**src/hdl/vpiu_pkg.sv**
```systemverilog
// constants, encodings and offsets of the vectored priority interrupt unit
// assumes a classic wishbone master with 32-bit data, byte-addressed
package vpiu_pkg;
  // ==========================================================
  // geometry
  localparam int NUM_LEVELS = 8;
  localparam int LVL_W = 3;
  localparam int ADR_W = 5;
  localparam int EV_W = 3;

  // ==========================================================
  // register byte offsets
  localparam logic [ADR_W-1:0] ADDR_PORT_A = 5'h00;
  localparam logic [ADR_W-1:0] ADDR_PORT_B = 5'h04;
  localparam logic [ADR_W-1:0] ADDR_EV_STATUS = 5'h08;
  localparam logic [ADR_W-1:0] ADDR_EV_CLEAR = 5'h0c;
  localparam logic [ADR_W-1:0] ADDR_EV_ENABLE = 5'h10;

  // ==========================================================
  // control word fields
  localparam int INIT_SEL_BIT = 4;
  localparam int INIT_SPACE4_BIT = 2;
  localparam int INIT_BASE_LSB = 5;
  localparam int OP3_SEL_BIT = 3;
  localparam int OP3_POLL_BIT = 2;
  localparam int OP3_MODE_EN_BIT = 7;
  localparam int OP3_MODE_LSB = 5;
  localparam int CMD_LSB = 5;
  localparam int POLL_VALID_BIT = 7;
  localparam logic [1:0] RDSEL_REQ = 2'h2;
  localparam logic [1:0] RDSEL_ISR = 2'h3;

  // end-of-service and priority commands
  localparam logic [2:0] CMD_ROT_OFF = 3'h0;
  localparam logic [2:0] CMD_EOS = 3'h1;
  localparam logic [2:0] CMD_NOP = 3'h2;
  localparam logic [2:0] CMD_EOS_SPEC = 3'h3;
  localparam logic [2:0] CMD_ROT_ON = 3'h4;
  localparam logic [2:0] CMD_EOS_ROT = 3'h5;
  localparam logic [2:0] CMD_SET_PRIO = 3'h6;
  localparam logic [2:0] CMD_EOS_SPEC_ROT = 3'h7;

  // event bits
  localparam int EV_GRANT = 0;
  localparam int EV_SPURIOUS = 1;
  localparam int EV_POLL = 2;

  // ==========================================================
  // reset values
  localparam logic [7:0] MASK_RST = 8'h00;
  localparam logic [15:0] BASE_RST = 16'h0000;
  localparam logic [LVL_W-1:0] LOWEST_RST = 3'h7;
  localparam logic [LVL_W-1:0] LOWEST_FIXED = 3'h7;

  typedef enum logic [1:0] {
    MODE_NESTED,
    MODE_ROTATE,
    MODE_SPECIFIC,
    MODE_POLLED
  } vpiu_mode_e;
endpackage

```
**src/hdl/vpiu_prio_pick.sv**
```systemverilog
// circular priority picker: finds the best-ranked set bit of a vector
// assumes lowest_i names the level of least priority
`timescale 1ns/1ps
module vpiu_prio_pick
  import vpiu_pkg::*;
(
  input wire logic [NUM_LEVELS-1:0] vec_i, // candidate levels
  input wire logic [LVL_W-1:0] lowest_i, // lowest-priority level
  output logic any_o, // some bit set
  output logic [LVL_W-1:0] level_o, // winning level
  output logic [LVL_W-1:0] rank_o // winner rank, 0 is best
);
  logic [LVL_W-1:0] idx;

  // ==========================================================
  // scan from worst rank to best so the best hit is kept last
  always_comb begin
    any_o = 1'b0;
    level_o = '0;
    rank_o = LOWEST_FIXED;
    idx = '0;
    for (int i = NUM_LEVELS - 1; i >= 0; i--) begin
      idx = LVL_W'(lowest_i + 3'h1 + LVL_W'(i));
      if (vec_i[idx]) begin
        any_o = 1'b1;
        level_o = idx;
        rank_o = LVL_W'(i);
      end
    end
  end
endmodule // vpiu_prio_pick

```
**src/hdl/vpiu_top.sv**
```systemverilog
// vectored priority interrupt unit with a classic wishbone slave
// assumes level requests synchronous to clk_i and a one-cycle
// processor acknowledge pulse on inta_i
`timescale 1ns/1ps
module vpiu_top
  import vpiu_pkg::*;
(
  input wire logic clk_i, // 250 mhz clock
  input wire logic rst_i, // synchronous reset, high
  input wire logic wb_cyc_i, // bus cycle
  input wire logic wb_stb_i, // bus strobe
  input wire logic wb_we_i, // write enable
  input wire logic [vpiu_pkg::ADR_W-1:0] wb_adr_i, // byte address
  input wire logic [3:0] wb_sel_i, // byte enables
  input wire logic [31:0] wb_dat_i, // write data
  output logic [31:0] wb_dat_o, // read data
  output logic wb_ack_o, // acknowledge
  input wire logic [vpiu_pkg::NUM_LEVELS-1:0] req_i, // request lines
  input wire logic inta_i, // processor acknowledge pulse
  output logic irq_o, // interrupt to processor
  output logic [15:0] vector_o, // vector address
  output logic vector_valid_o, // vector strobe
  output logic int_o // event interrupt
);
  // ==========================================================
  // state
  logic [NUM_LEVELS-1:0] mask;
  logic [NUM_LEVELS-1:0] isr;
  logic [15:0] base;
  logic space4;
  logic base_pending;
  vpiu_mode_e mode;
  logic [LVL_W-1:0] lowest;
  logic [1:0] rd_sel;
  logic poll_once;
  logic [EV_W-1:0] ev_status;
  logic [EV_W-1:0] ev_enable;

  // ==========================================================
  // bus decode
  logic acc;
  logic wr_fire;
  logic rd_fire;
  logic byte0;
  logic [7:0] wd;

  assign acc = wb_cyc_i & wb_stb_i;
  // writes act at the edge where the master samples ack
  assign wr_fire = acc & wb_we_i & wb_ack_o & wb_sel_i[0];
  // read side effects fire once, as ack is raised
  assign rd_fire = acc & ~wb_we_i & ~wb_ack_o;
  assign byte0 = wb_sel_i[0];
  assign wd = wb_dat_i[7:0];

  logic wr_a;
  logic wr_b;
  logic is_init;
  logic is_op3;
  logic is_op2;
  logic [2:0] cmd;
  logic [LVL_W-1:0] cmd_lvl;

  assign wr_a = wr_fire && (wb_adr_i == ADDR_PORT_A);
  assign wr_b = wr_fire && (wb_adr_i == ADDR_PORT_B);
  // one bit of the word written picks init or operation words
  assign is_init = wr_a & wd[INIT_SEL_BIT];
  assign is_op3 = wr_a & ~wd[INIT_SEL_BIT] & wd[OP3_SEL_BIT];
  assign is_op2 = wr_a & ~wd[INIT_SEL_BIT] & ~wd[OP3_SEL_BIT];
  assign cmd = wd[CMD_LSB +: 3];
  assign cmd_lvl = wd[LVL_W-1:0];

  // ==========================================================
  // priority resolution
  logic [LVL_W-1:0] eff_lowest;
  logic [NUM_LEVELS-1:0] pending;
  logic req_any;
  logic [LVL_W-1:0] req_lvl;
  logic [LVL_W-1:0] req_rank;
  logic isr_any;
  logic [LVL_W-1:0] isr_lvl;
  logic [LVL_W-1:0] isr_rank;
  logic want;

  always_comb begin
    case (mode)
      MODE_NESTED: eff_lowest = LOWEST_FIXED;
      MODE_POLLED: eff_lowest = LOWEST_FIXED;
      MODE_ROTATE: eff_lowest = lowest;
      MODE_SPECIFIC: eff_lowest = lowest;
      default: eff_lowest = LOWEST_FIXED;
    endcase
  end

  // levels already in service do not request again
  assign pending = req_i & ~mask & ~isr;

  vpiu_prio_pick u_req_pick (
    .vec_i(pending),
    .lowest_i(eff_lowest),
    .any_o(req_any),
    .level_o(req_lvl),
    .rank_o(req_rank)
  );

  vpiu_prio_pick u_isr_pick (
    .vec_i(isr),
    .lowest_i(eff_lowest),
    .any_o(isr_any),
    .level_o(isr_lvl),
    .rank_o(isr_rank)
  );

  // equal or lower ranks wait for the level in service
  assign want = req_any && (!isr_any || req_rank < isr_rank);

  // ==========================================================
  // vector address
  logic [15:0] vec_addr;
  logic [LVL_W-1:0] ack_lvl;

  // a vanished request at acknowledge gets the worst-ranked vector
  assign ack_lvl = want ? req_lvl : eff_lowest;

  vpiu_vec_gen u_vec (
    .base_i(base),
    .space4_i(space4),
    .level_i(ack_lvl),
    .addr_o(vec_addr)
  );

  // ==========================================================
  // poll word and port reads
  logic [7:0] poll_word;
  logic poll_read;
  logic [7:0] port_a_rd;

  assign poll_word = {want, 4'h0, req_lvl} & {1'b1, 4'h0, {LVL_W{want}}};
  assign poll_read = rd_fire && (wb_adr_i == ADDR_PORT_A) &&
                     (mode == MODE_POLLED || poll_once);

  always_comb begin
    if (mode == MODE_POLLED || poll_once) begin
      port_a_rd = poll_word;
    end else if (rd_sel == RDSEL_ISR) begin
      port_a_rd = isr;
    end else begin
      port_a_rd = req_i;
    end
  end

  // ==========================================================
  // mask and table base
  always_ff @(posedge clk_i) begin
    if (rst_i) begin
      mask <= MASK_RST;
    end else if (wr_b && !base_pending) begin
      mask <= wd;
    end
  end

  always_ff @(posedge clk_i) begin
    if (rst_i) begin
      base <= BASE_RST;
      space4 <= 1'b0;
      base_pending <= 1'b0;
    end else if (is_init) begin
      base[7:5] <= wd[INIT_BASE_LSB +: 3];
      space4 <= wd[INIT_SPACE4_BIT];
      base_pending <= 1'b1;
    end else if (wr_b && base_pending) begin
      base[15:8] <= wd;
      base_pending <= 1'b0;
    end
  end

  // ==========================================================
  // mode, lowest level and read select
  always_ff @(posedge clk_i) begin
    if (rst_i) begin
      mode <= MODE_NESTED;
    end else if (is_init) begin
      mode <= MODE_NESTED;
    end else if (is_op3 && wd[OP3_MODE_EN_BIT]) begin
      mode <= vpiu_mode_e'(wd[OP3_MODE_LSB +: 2]);
    end else if (is_op2 && cmd == CMD_ROT_ON) begin
      mode <= MODE_ROTATE;
    end else if (is_op2 && cmd == CMD_ROT_OFF) begin
      mode <= MODE_NESTED;
    end else if (is_op2 && cmd == CMD_SET_PRIO) begin
      mode <= MODE_SPECIFIC;
    end
  end

  always_ff @(posedge clk_i) begin
    if (rst_i) begin
      lowest <= LOWEST_RST;
    end else if (is_op2) begin
      case (cmd)
        CMD_SET_PRIO: lowest <= cmd_lvl;
        CMD_EOS_SPEC_ROT: lowest <= cmd_lvl;
        CMD_EOS_ROT: begin
          if (isr_any) begin
            lowest <= isr_lvl;
          end
        end
        CMD_EOS: begin
          if (isr_any && mode == MODE_ROTATE) begin
            lowest <= isr_lvl;
          end
        end
        default: lowest <= lowest;
      endcase
    end
  end

  always_ff @(posedge clk_i) begin
    if (rst_i) begin
      rd_sel <= RDSEL_REQ;
      poll_once <= 1'b0;
    end else if (is_op3) begin
      if (wd[1]) begin
        rd_sel <= wd[1:0];
      end
      poll_once <= wd[OP3_POLL_BIT];
    end else if (poll_read) begin
      poll_once <= 1'b0;
    end
  end

  // ==========================================================
  // in-service set
  logic [NUM_LEVELS-1:0] isr_set;
  logic [NUM_LEVELS-1:0] isr_clr;

  always_comb begin
    isr_set = '0;
    isr_clr = '0;
    if ((inta_i && mode != MODE_POLLED && want) ||
        (poll_read && want)) begin
      isr_set[req_lvl] = 1'b1;
    end
    if (is_init) begin
      isr_clr = '1;
    end else if (is_op2) begin
      case (cmd)
        CMD_EOS: isr_clr[isr_lvl] = isr_any;
        CMD_EOS_ROT: isr_clr[isr_lvl] = isr_any;
        CMD_EOS_SPEC: isr_clr[cmd_lvl] = 1'b1;
        CMD_EOS_SPEC_ROT: isr_clr[cmd_lvl] = 1'b1;
        default: isr_clr = '0;
      endcase
    end
  end

  // a grant in the same cycle as a clear keeps its bit
  always_ff @(posedge clk_i) begin
    if (rst_i) begin
      isr <= '0;
    end else begin
      isr <= (isr & ~isr_clr) | isr_set;
    end
  end

  // ==========================================================
  // processor side
  always_ff @(posedge clk_i) begin
    if (rst_i) begin
      irq_o <= 1'b0;
    end else begin
      // dropped on acknowledge so one request gives one interrupt
      irq_o <= want && mode != MODE_POLLED && !inta_i;
    end
  end

  always_ff @(posedge clk_i) begin
    if (rst_i) begin
      vector_o <= '0;
      vector_valid_o <= 1'b0;
    end else begin
      vector_valid_o <= inta_i;
      if (inta_i) begin
        vector_o <= vec_addr;
      end
    end
  end

  // ==========================================================
  // event status, enable and clear
  logic [EV_W-1:0] ev_hit;
  logic [EV_W-1:0] ev_clr;

  always_comb begin
    ev_hit = '0;
    ev_hit[EV_GRANT] = inta_i & want & (mode != MODE_POLLED);
    ev_hit[EV_SPURIOUS] = inta_i & ~want;
    ev_hit[EV_POLL] = poll_read & want;
  end

  assign ev_clr = (wr_fire && wb_adr_i == ADDR_EV_CLEAR) ?
                  wd[EV_W-1:0] : '0;

  always_ff @(posedge clk_i) begin
    if (rst_i) begin
      ev_status <= '0;
    end else begin
      ev_status <= (ev_status & ~ev_clr) | ev_hit;
    end
  end

  always_ff @(posedge clk_i) begin
    if (rst_i) begin
      ev_enable <= '0;
    end else if (wr_fire && wb_adr_i == ADDR_EV_ENABLE) begin
      ev_enable <= wd[EV_W-1:0];
    end
  end

  always_ff @(posedge clk_i) begin
    if (rst_i) begin
      int_o <= 1'b0;
    end else begin
      int_o <= |(ev_status & ev_enable);
    end
  end

  // ==========================================================
  // wishbone answer: one wait state, ack for one cycle
  always_ff @(posedge clk_i) begin
    if (rst_i) begin
      wb_ack_o <= 1'b0;
    end else begin
      wb_ack_o <= acc & ~wb_ack_o;
    end
  end

  always_ff @(posedge clk_i) begin
    if (rst_i) begin
      wb_dat_o <= '0;
    end else if (rd_fire) begin
      wb_dat_o <= '0;
      if (byte0) begin
        case (wb_adr_i)
          ADDR_PORT_A: wb_dat_o <= {24'h0, port_a_rd};
          ADDR_PORT_B: wb_dat_o <= {24'h0, mask};
          ADDR_EV_STATUS: wb_dat_o <= {29'h0, ev_status};
          ADDR_EV_ENABLE: wb_dat_o <= {29'h0, ev_enable};
          default: wb_dat_o <= '0;
        endcase
      end
    end
  end
endmodule // vpiu_top

```
**src/hdl/vpiu_vec_gen.sv**
```systemverilog
// vector address generator: table base plus level times spacing
// assumes the base is kept aligned to the table size by the caller
`timescale 1ns/1ps
module vpiu_vec_gen
  import vpiu_pkg::*;
(
  input wire logic [15:0] base_i, // table base address
  input wire logic space4_i, // 1: 4-byte spacing, 0: 8-byte
  input wire logic [LVL_W-1:0] level_i, // level to vector
  output logic [15:0] addr_o // entry address
);
  // ==========================================================
  // low base bits under the level field are ignored on purpose
  always_comb begin
    if (space4_i) begin
      addr_o = {base_i[15:5], level_i, 2'b00};
    end else begin
      addr_o = {base_i[15:6], level_i, 3'b000};
    end
  end
endmodule // vpiu_vec_gen
```
**config.mk**
```make
export PLATFORM = sky130hd
export DESIGN_NAME = vpiu_top
export DESIGN_NICKNAME = d
export VERILOG_FILES = /design/src/hdl/vpiu_pkg.sv /design/src/hdl/vpiu_prio_pick.sv /design/src/hdl/vpiu_top.sv /design/src/hdl/vpiu_vec_gen.sv
export SDC_FILE = /design/constraint.sdc
export NUM_CORES = 1
export LEC_CHECK = 0
export ABC_AREA = 1
export BUFFER_PORTS_ARGS = -buffer_cell sky130_fd_sc_hd__buf_4
export CAP_MARGIN = 20
export CORE_ASPECT_RATIO = 1.4
export CORE_UTILIZATION = 57
export CTS_BUF_LIST = sky130_fd_sc_hd__clkbuf_2
export DETAILED_ROUTE_END_ITERATION = 10
export PLACE_DENSITY = 0.92
export SYNTH_ARGS = -nofsm -noshare
export SYNTH_HDL_FRONTEND = slang
export SYNTH_SLANG_ARGS = --single-unit
```
**constraint.sdc**
```tcl
create_clock -name clk_i -period 4.95 [get_ports clk_i]
set_input_delay 0.495 -clock clk_i [delete_from_list [all_inputs] [get_ports clk_i]]
set_output_delay 0.495 -clock clk_i [all_outputs]
set_load 0.05 [all_outputs]
```
---- Yosys cells after proc, flatten, opt, wreduce, memory -nomap -nowiden ----
Cells that the tools add are included.
storage, ports and cells
  input bits .............................. 55
  bits in registers ....................... 94
  output and inout bits ................... 52
operators by class
  $lt $le $gt $ge ......................... 15
  muxes and demuxes ....................... 107
  eq/ne operators ......................... 16
  reductions and logical operators ........ 45
  $add $sub $neg .......................... 8
  bitwise operators ....................... 34
operators with widths
  kind                                                                                  number
  3-bit two-way mux                                                                     28
  1-bit binary-select mux with 3-bit select                                             16
  8-bit two-way mux                                                                     6
  3-bit by 4-bit < comparator with 1-bit output (second input constant)                 11
  1-bit two-way mux                                                                     41
  8-bit bitwise AND                                                                     5
  8-bit case mux with 4 select lines                                                    1
  8-bit NOT                                                                             3
  1-bit logical AND                                                                     22
  2-bit two-way mux                                                                     8
  8-bit case mux with 2 select lines                                                    1
  1-bit bitwise AND                                                                     15
  3-bit adder (second input constant)                                                   4
  3-bit equality test (second input constant)                                           4
  2-bit OR reduction                                                                    6
  5-bit by 4-bit equality test with 1-bit output (second input constant)                2
  1-bit demux with 3-bit select                                                         3
  3-bit by 1-bit greater-or-equal comparator with 1-bit output (second input constant)  3
  3-bit case mux with 3 select lines                                                    1
  8-bit OR                                                                              1
  3-bit by 1-bit adder with 3-bit output (second input constant)                        2
  3-bit by 2-bit adder with 3-bit output (second input constant)                        2
  3-bit bitwise AND                                                                     2
  6-bit two-way mux                                                                     1
  other kinds (23)                                                                      37

---- Logic depth before layout (Yosys ltp) ----
Gate-level depths: netlist (run 1).
  word-level depth ........................ 26
  mapped depth ............................ 31
  gate-level depth less buffers ........... 30

---- Cells and area by module ----
A second synthesis (run 1) with hierarchy kept.
second synthesis, totals
  cells, all modules ...................... 872
  area total of the unflattened synthesis .. 5308.8 µm²
modules (own cells, without submodules)
  module          seq. area each (µm²)  cells an instance  instances  area an instance (µm²)
  vpiu_top        1401.3                523                1          3633.5
  vpiu_prio_pick  0.0                   162                2          768.2
  vpiu_vec_gen    0.0                   25                 1          138.9

---- Worst setup path before layout (run 1) ----
Ideal clock, no wire load.
  path type ............................... register to register
  from .................................... register mode[1]
  to ...................................... register isr[0]
  stages on the path, launching flop included .. 26
  slack ................................... 1365 ps
  clock period less this slack ............ 3585 ps
  path buffers ............................ 2
  setup time .............................. 70 ps
  data required time ...................... 4880 ps
  arrival time ............................ 3515 ps
  cells stage by stage .................... dfxtp_1 -> inv_1 -> ha_1 -> nor2_2 -> inv_2 -> buf_4 -> ha_1 -> inv_1 -> clkbuf_1 -> o211ai_1 -> nand3_1 -> nand2_1 -> nor2_1 -> o21ai_0 -> ha_1 -> nand2_1 -> inv_1 -> nand2_1 -> nand2_2 -> nand2_4 -> nand2_4 -> inv_6 -> nand2_4 -> nand2_8 -> nand2_2 -> a21oi_2
between the ends
  word-level cells in the longest chain between the ends .. 26
  elaborated cells on any way between the ends .. 122
  classes of those cells .................. 8 x add/sub; 5 x order compare; 4 x eq/ne; 87 x mux; 4 x bitwise; 14 x reduce/logical
RTL lines
  what                                                                    line                              source
  start, declared                                                         vpiu_top.sv:32                    vpiu_mode_e mode;
  start signal, assigned                                                  vpiu_top.sv:184                   mode <= vpiu_mode_e'(wd[OP3_MODE_LSB +: 2]);
  2-bit by 1-bit equality test with 1-bit output (tied with other cells)  vpiu_top.sv:85                    case (mode)
  2-bit OR reduction (no source line)                                     -
  3-bit case mux with 2 select lines                                      vpiu_top.sv:85
  3-bit by 1-bit adder with 3-bit output                                  vpiu_prio_pick.sv:23              idx = LVL_W'(lowest_i + 3'h1 + LVL_W'(i));
  3-bit adder                                                             vpiu_prio_pick.sv:23
  1-bit binary-select mux with 3-bit select                               vpiu_prio_pick.sv:24              if (vec_i[idx]) begin
  1-bit two-way mux (implied by the code)                                 vpiu_prio_pick.sv:24
  3-bit two-way mux (8 in series)                                         vpiu_prio_pick.sv:24
  [... 3 more ...]                                                        -
  1-bit demux with 3-bit select                                           vpiu_top.sv:246, vpiu_top.sv:247
  8-bit bitwise AND (no source line)                                      -
  8-bit case mux with 2 select lines                                      vpiu_top.sv:245                   case (cmd)
  8-bit two-way mux                                                       vpiu_top.sv:244                   end else if (is_op2) begin
  8-bit two-way mux                                                       vpiu_top.sv:242                   if (is_init) begin
  8-bit NOT                                                               vpiu_top.sv:260                   isr <= (isr & ~isr_clr) | isr_set;
  8-bit bitwise AND                                                       vpiu_top.sv:260
  8-bit OR (*)                                                            vpiu_top.sv:260
  end signal, assigned                                                    vpiu_top.sv:260
  end, declared                                                           vpiu_top.sv:28                    logic [NUM_LEVELS-1:0] isr;
Mark *: on every way between the ends. The rest lies on a longest branch, timed or not. The select of a mux whose other input is x is not followed.
A chain may end at the register's enable or synchronous reset.

---- Worst setup path after layout (run 1) ----
  from .................................... register mode[1]
  to ...................................... register isr[1]
Same word-level chain as after synthesis.

==> results.ini, run 1 <==
[logic_synthesis]
synth_area_leader_cell = dfxtp_1
synthCells = 827
synthTopCellsByArea = dfxtp_1 (27%), nand2_1 (19%), inv_1 (7.7%)
yosysTopAreaCellShare = 0.272
yosys_warnings = 0
netlist_area_sq_mm = 0.00501
synth.distinct_cells = 43
syn_area_per_cell_sq_um = 6.06
synth_seq_cells = 68
synth-seq-area-share = 0.272

[power]
p_clk_frac = 0.210
p_leak_nw = 2.71
powerDensity_mw_per_mm2 = 208
irDropWorstVdd_v = 0.000212
pwr-share-comb = 0.291
internal_power_uw = 710
p_switching_uw = 424
swShare = 0.374
power_frac_seq = 0.499

[worst_hold_path]
hp-class = primary input to register

[timing]
hold_violations = 0
fin_skew_ps = 16.7
max_freq_ghz = 0.252
tightest_slew_ps = 820
rsz0062_at_grt = false
fin_crit_sh = 0.802
slew_headroom = 0.452
setup_viol = 0
layout_setup_ws_ps = 980
holdWs_ps = 143
fin_crit_ps = 3970
setup-tns-final_ps = 0
slew_viol_final = 0

[cells_and_area]
fillers = 787
multi_input_area_sq_mm = 0.00302
final_cells = 982
seqCellArea_sq_mm = 0.00136
diodes = 0
synthToLayoutAreaGrowth_pct = 8.91
layout-drive-gt1-share = 0.151
nNetsFinal = 935

[setup_path]
arrival_ps = 4420
path_class = register to register
critPathCaptureType = register
cp.required_ps = 5400
start_kind = register
critPathMaxFanout = 16

[die]
dieArea_sq_mm = 0.00918
io_pins = 107
die_y_microns = 113
start_util = 0.586
rows = 40
core_sq_mm = 0.00856
die_w_microns = 81.3

[placed_design]
portBuffers = 53
dp_slack_ps = 1040
globalplace.congestion = 0.950
dpl.hpwl_microns = 10300
dp_cells = 967

[drt]
top_layer = met4
drtIter0Drc = 410
wl_met1_microns = 5030
routed_wl_microns = 13400
wl_met2_microns = 6580
met3_length_microns = 1050
num_vias = 5398
wl_per_cell_microns = 13.7
antenna_left = 0
drt_pass1_iterations = 5
vias_per_cell = 5.50
drc = 0

[outcome]
status = finished, final reports clean

[clock_tree]
clock-root-buffer = clkbuf_2
cts-hold-fix-buffers = 0
cts_setup_buffers = 0
cts_buffer_depth = 2
clkLatencyLatePin_ps = 520
htreeDepth = 3
cts_made_buffers = 9
clk_pin_slew_worst_paths_ps = 170
ctsResizeCount = 0
clkSinkCount = 68
cts_tree = done

[global_route]
antenna_found_initial = 0
grt_max_degree = 44
grt_pass1_wl_microns = 21000
gr-total-overflow = 0
grt_pass1_vias = 4700
grt_usage = 0.298

[run]
drv_cap = 0

==> final timing paths <==
path           start       to  slack [ps]  cells past startpoint
max          mode[1]   isr[1]         980                     24
min           inta_i    irq_o         140                      2
max reg2reg  mode[1]   isr[1]         980                     24
min reg2reg  base[6]  base[6]         450                      2
==> cell families after synthesis <==
kind of cell               after synthesis  share of synthesized area
and+or+nand+nor                        439                      0.394
adders and majority gates                6                     0.0150
other                                    1                   0.000748
buffers and inverters                  159                      0.144
DFF                                     68                      0.272
AOI/OAI and AO/OA                      154                      0.175
==> power groups by stage <==
| stage | clock [mW] | sequential (mW) | combinational (mW) |
|---|---|---|---|
| global route | 0.268 | 0.567 | 0.363 |
| CTS | 0.243 | 0.566 | 0.323 |
| global placement | 0 | 0.577 | 0.317 |
| floorplan | 0 | 0.589 | 0.251 |
| detailed placement | 0 | 0.577 | 0.321 |
| finish | 0.238 | 0.566 | 0.330 |
==> Yosys cell counts (all sizes together) <==
| master | number |
|---|---|
| o21bai | 1 |
| clkbuf | 14 |
| nand3 | 76 |
| o21ai | 65 |
| nand3b | 1 |
| nor2 | 55 |
| o21a | 1 |
| nand2 | 291 |
| buf | 32 |
| nand4 | 6 |
| dfxtp | 68 |
| a311oi | 1 |
| a21boi | 2 |
| o22ai | 9 |
| a31oi | 3 |
| o211ai | 6 |
| or2 | 2 |
| a211oi | 3 |
| inv | 110 |
| nor3 | 6 |
| clkinv | 3 |
| o221ai | 1 |
| a21oi | 62 |
| nor4 | 2 |
| ha | 6 |
| conb | 1 |
==> metal layers <==
metal,GRT usage,vias to the layer above
met5,0,-
met4,0.195,0
met3,0.0476,66
met2,0.508,274
met1,0.331,2362
li1,-,2696
==> metrics by stage <==
step	utilization	power [mW]	cell area, sq um
after floorplan	-	0.840	5110
after global placement	0.627	0.894	5360
after detailed placement	0.627	0.899	5360
after CTS	0.635	1.13	5430
after global routing	0.638	1.20	5460
final	0.638	1.13	5460
==> final cells by class <==
cell class	instances	area share
tap	105	0.0241
clock buffer	10	0.00917
sequential	68	0.249
timing repair buffer	57	0.0820
clock inverter	4	0.00344
multi-input combinational	625	0.553
inverter	113	0.0786
==> registers in the layout (all words and copies together) (netlist names), 2 cells and up <==
signal     count
base          11
ev_enable      3
ev_status      3
isr            8
lowest         3
mask           8
mode           2
vector_o      14
wb_dat_o       8
==> worst max-delay path: stages, from the launching register on <==
cell and delay (ps):
dfxtp_1 360, inv_1 50, ha_1 380, nor2_2 110, buf_4 220, inv_2 50, ha_1 280, inv_1 390
o211ai_1 200, nand3_1 150, nand2_1 140, nor2_1 220, o21ai_0 140, ha_1 290, nand2_1 60, inv_1 30
nand2_1 70, nand2_2 70, nand2_4 110, nand2_4 100, inv_6 90, nand2_4 70, nand2_8 130, nand2_2 60
a21oi_2 130
==> cell usage in the layout, fill, tap and decap left out, types with 2 or more instances in the layout <==
cell      count
nand3_1      74
or2_2         2
clkinv_1      6
a21oi_2      10
o211ai_1      6
o21ai_0      60
ha_1          6
nor2_2        3
nor3_1        5
buf_4        56
nand4_2       2
o21ai_1       4
dfxtp_1      68
inv_1       103
nor4_1        2
o22ai_1       9
conb_1       26
a211oi_1      2
a31oi_1       3
nand2_1     258
inv_2         6
nand3_2       2
nand2_2      21
nor2_1       51
clkbuf_2     10
a21oi_1      52
nand2_4      11
nand4_1       4
Note: power is estimated with default switching activity, not from simulation.
==> inputs of run 2 (changes only) <==
==> constraint.sdc (replaced) <==
create_clock -name clk_i -period 3.8 [get_ports clk_i]
set_input_delay 0.38 -clock clk_i [delete_from_list [all_inputs] [get_ports clk_i]]
set_output_delay 0.38 -clock clk_i [all_outputs]
set_load 0.05 [all_outputs]
==> run 2 against run 1 <==
- sequential power up 30%
- non-clock buffer count up 11
- utilization up 2.1 points
- count of clock-buffer cells in the layout up 1
- die area unchanged
- largest cell class unchanged
==> results.ini, run 2 (synthesis gave the netlist of run 1 again) <==
[clock_tree]
cts_buffer_depth = 2
htreeDepth = 3
clkSinkCount = 68
cts_made_buffers = 9
clk_pin_slew_worst_paths_ps = 220
clock-root-buffer = clkbuf_2
cts_tree = done
clkLatencyLatePin_ps = 550

[worst_hold_path]
hp-class = primary input to register

[global_route]
gr-total-overflow = 0
grt_usage = 0.310
grt_pass1_wl_microns = 22000
antenna_found_initial = 0
grt_max_degree = 44
grt_pass1_vias = 4889

[die]
io_pins = 107
die_y_microns = 113
rows = 40
start_util = 0.586
core_sq_mm = 0.00856
die_w_microns = 81.3
dieArea_sq_mm = 0.00918

[drt]
top_layer = met4
drc = 0
num_vias = 5448
wl_met1_microns = 5360
wl_per_cell_microns = 14.0
routed_wl_microns = 13900
antenna_left = 0
drt_pass1_iterations = 5
met3_length_microns = 836
wl_met2_microns = 6910
drtIter0Drc = 383
vias_per_cell = 5.48

[setup_path]
worstPathCellList = inv_1 > ha_2 > inv_2 > nand2_4 > ha_1 > clkinvlp_4 > buf_4 > nand2_1 > nand2_1 > nand2_1 > nand2_1 > inv_2 > nand2_1 > nor3_4 > ha_1 > a21oi_1 > nand2_2 > nand2_4 > nand2_4 > inv_6 > nand2_4 > nand2_8 > nand2_2 > a21oi_2
critPathMaxFanout = 8
cp_slowest_stage_delay_ps = 350
cpMostUsedCell = nand2_1
path_class = register to register
critPathSlowestCell = dfxtp_1
critPathBufInv = 6
arrival_ps = 4040
cp.required_ps = 4260
critPathCaptureType = register
cp_top_family = simple AND/OR/NAND/NOR gates
start_kind = register

[power]
p_leak_nw = 2.80
irDropWorstVdd_v = 0.000272
powerDensity_mw_per_mm2 = 294

[timing]
tightest_slew_ps = 911
fin_crit_sh = 0.941
fin_crit_ps = 3570
max_freq_ghz = 0.280
setup_viol = 0
hold_violations = 0
slew_headroom = 0.391
slew_viol_final = 0
layout_setup_ws_ps = 226
fin_skew_ps = 45.0

[placed_design]
dpl_cell_area_sq_mm = 0.00542
dpl.hpwl_microns = 10600
dp_slack_ps = 193
globalplace.congestion = 0.981
portBuffers = 53

[cells_and_area]
layout_commonest_cell = nand2_1
diodes = 0
largest_registers = vector_o (14), base (11)
utilization = 0.659
layout-drive-gt1-share = 0.169
top_register = vector_o
layout_common_cells = nand2_1 (257), inv_1 (102), nand3_1 (74)
largest_register_ffs = 14
nNetsFinal = 946
synthToLayoutAreaGrowth_pct = 12.5
final_cell_area_sq_mm = 0.00564

[run]
drv_cap = 0

[outcome]
status = finished, final reports clean

## run 2: cell type report
| type | count | area (sq um) |
|---|---|---|
| Fill cell | 769 | 2920 |
| Multi-Input combinational cell | 625 | 3050 |
| Tap cell | 105 | 131 |
| Inverter | 113 | 433 |
| Clock buffer | 11 | 55.1 |
| Timing Repair Buffer | 68 | 533 |
| Sequential cell | 68 | 1360 |
| Clock inverter | 5 | 76.3 |
## run 2: where the power goes
| group | leakage (nW) | total (mW) | internal, mW | switching [mW] |
|---|---|---|---|---|
| clock | 0.0796 | 0.481 | 0.220 | 0.261 |
| sequential | 0.550 | 0.738 | 0.727 | 0.0110 |
| combinational | 2.17 | 0.441 | 0.127 | 0.314 |
## run 2: final timing paths
check                end   startpoint  depth (start not counted)  slack [ps]
max               isr[4]      mode[1]                         24         230
min            rd_sel[0]  wb_dat_i[1]                          2          50
max reg2reg       isr[4]      mode[1]                         24         230
min reg2reg  vector_o[8]      base[8]                          2         460
## run 2: per-layer routing
layer  vias up  GRT usage
li1       2726          -
met1      2421      0.345
met2       228      0.529
met3        73     0.0468
met4         0      0.210
met5         -          0
## run 2: worst register-to-register path, delay by kind of cell, from the launching register on
kind	cells	cell delay, ps
AO/OA/AOI/OAI	2	310
adder cells (fa/ha/maj)	3	930
buffers and inverters	6	740
flip-flops	1	350
AND/OR/NAND/NOR	13	1220
## run 2: timing repair
item                                    in CTS  in global routing
hold buffers                                 0                  1
endpoints found under the setup margin       0                 16
gates resized for setup                      0                  7
endpoints found under the hold margin        0                  1
buffers inserted                             0                  2
## run 2: through the flow
stage	std cells	setup TNS [ps]	power [mW]	hold slack, ps
finish	995	0	1.66	47.1
global route	995	-20.9	1.74	35.5
CTS	991	0	1.64	25.1
detailed placement	975	0	1.18	438
global placement	975	0	1.17	430
floorplan	852	0	1.09	414
==> inputs of run 3 (changes only) <==
--- a/config.mk
+++ b/config.mk
@@ -12,6 +12,8 @@
 export CORE_UTILIZATION = 57
 export CTS_BUF_LIST = sky130_fd_sc_hd__clkbuf_2
 export DETAILED_ROUTE_END_ITERATION = 10
+export GPL_TIMING_DRIVEN = 0
+export MAX_ROUTING_LAYER = met4
 export PLACE_DENSITY = 0.92
 export SYNTH_ARGS = -nofsm -noshare
 export SYNTH_HDL_FRONTEND = slang
==> run 3 against run 2 <==
- cell count up 3.5%
- design area rose by 3.9%
- wire length rose by 5.3%
- first-iteration DRC count shrank 0.78%
- critical path type unchanged
- critical endpoint is now isr[0]
- highest routed layer unchanged
==> results.ini, run 3 (synthesis gave the netlist of run 1 again) <==
[outcome]
status = finished, final reports clean

[setup_path]
cpMostUsedCell = nand2_2
arrival_ps = 4090
path_class = register to register
cp_slowest_stage_delay_ps = 360
cp.required_ps = 4280
reg2reg_slack_ps = 190
start_kind = register
critPathMaxFanout = 10
critPathSlowestCell = dfxtp_2
critPathCaptureType = register

[timing]
slew_viol_final = 0
hold_violations = 0
fin_skew_ps = 26.1
fin_crit_ps = 3610
setup_viol = 0
layout_setup_ws_ps = 192
max_freq_ghz = 0.277
setup-tns-final_ps = 0
rsz0062_at_grt = false
tightest_slew_ps = 705
slew_headroom = 0.530
fin_crit_sh = 0.949

[clock_tree]
clock-root-buffer = clkbuf_2
cts_buffer_depth = 2
cts_tree = done
clk_pin_slew_worst_paths_ps = 170
htreeDepth = 3
clkSinkCount = 68
cts_made_buffers = 9
clkLatencyLatePin_ps = 550

[drt]
routed_wl_microns = 14700
drc = 0
drtIter0Drc = 380
num_vias = 5635
antenna_left = 0
drt_pass1_iterations = 6
wl_per_cell_microns = 14.3
vias_per_cell = 5.47

[cells_and_area]
fillers = 787
final_cells = 1030
layout_common_cells = nand2_1 (253), inv_1 (101), buf_4 (85)
layout-drive-gt1-share = 0.199
top_register = vector_o
largest_registers = vector_o (14), base (11)
synthToLayoutAreaGrowth_pct = 16.9
largest_register_ffs = 14
diodes = 0
layout_commonest_cell = nand2_1
nNetsFinal = 982

[power]
irDropWorstVdd_v = 0.000315
powerDensity_mw_per_mm2 = 263
p_leak_nw = 2.93
p_total_mw = 1.54

[global_route]
antenna_found_initial = 0
gr-total-overflow = 0
grt_usage = 0.337
grt_pass1_wl_microns = 23100
grt-busiest-layer = met2
met3_usage = 0.0589
met1_usage = 0.348
grt_max_degree = 12
use_met2 = 0.562
grt_pass1_vias = 5131

[die]
die_y_microns = 113
start_util = 0.586
die_w_microns = 81.3
rows = 40
dieArea_sq_mm = 0.00918
io_pins = 107
core_sq_mm = 0.00856

[run]
drv_cap = 0

[placed_design]
dpl.hpwl_microns = 11300
globalplace.congestion = 1.00
dp_slack_ps = -534
portBuffers = 52
dp_cells = 1009

[worst_hold_path]
hp-class = primary input to register

-- run 3: changes by cell type in the layout (fill, tap and decap cells not counted), sizes merged, moves of 2 or more --
cell / before / now
clkbuf: 11 / 26
clkinv: 5 / 7
bufinv: 2 / 0
clkinvlp: 2 / 0
buf: 67 / 89
-- run 3: critical path: cells and delay by family, from the launching register on --
family | cells | cell delay (ps)
simple gates | 15 | 1580
fa+ha+maj | 3 | 760
buf+inv | 6 | 570
flops | 1 | 360
compound gates | 2 | 280
-- run 3: final timing paths --
check                              endpoint     from  depth (start not counted)
worst max-delay path                 isr[0]  mode[1]                         26
worst min-delay path                  irq_o   inta_i                          2
worst max register to register       isr[0]  mode[1]                         26
worst min register to register  vector_o[8]  base[8]                          2
-- run 3: final cells by class --
type | instances | area [sq um] | share of cell area
Buffer | 46 | 315 | 0.0538
Clock buffer | 11 | 55.1 | 0.00940
Clock inverter | 4 | 17.5 | 0.00299
Inverter | 113 | 432 | 0.0737
Multi-Input combinational cell | 625 | 3110 | 0.531
Sequential cell | 68 | 1360 | 0.233
Tap cell | 105 | 131 | 0.0224
Timing Repair Buffer | 58 | 435 | 0.0743
-- run 3: what timing repair did --
| item | 4_1_cts | 5_1_grt |
|---|---|---|
| hold buffers | 0 | 0 |
| hold endpoints to repair | 0 | 0 |
| pin swaps | 0 | 7 |
| setup buffers | 0 | 6 |
| gates resized for setup | 11 | 20 |
| endpoints found under the setup margin | 23 | 19 |
-- run 3: through the flow --
| stage | utilization | hold slack, ps | instance area, sq um |
|---|---|---|---|
| CTS | 0.671 | 12.1 | 5740 |
| global placement | 0.658 | 438 | 5630 |
| floorplan | - | 414 | 5110 |
| detailed placement | 0.658 | 433 | 5630 |
| global route | 0.685 | 16.2 | 5860 |
| finish | 0.685 | 16.3 | 5860 |
-- run 3: routing by layer --
metal  vias to the layer above  part of all wire
met5                         -                 0
met4                         0             0.063
met3                        74             0.067
met2                       263              0.50
met1                      2509              0.37
li1                       2789                 -
-- run 3: report_power, final --
part | switching (mW) | internal [mW] | total [mW]
logic | 0.327 | 0.146 | 0.473
clock network | 0.250 | 0.0819 | 0.332
registers | 0.0108 | 0.727 | 0.738
total | 0.588 | 0.955 | 1.54
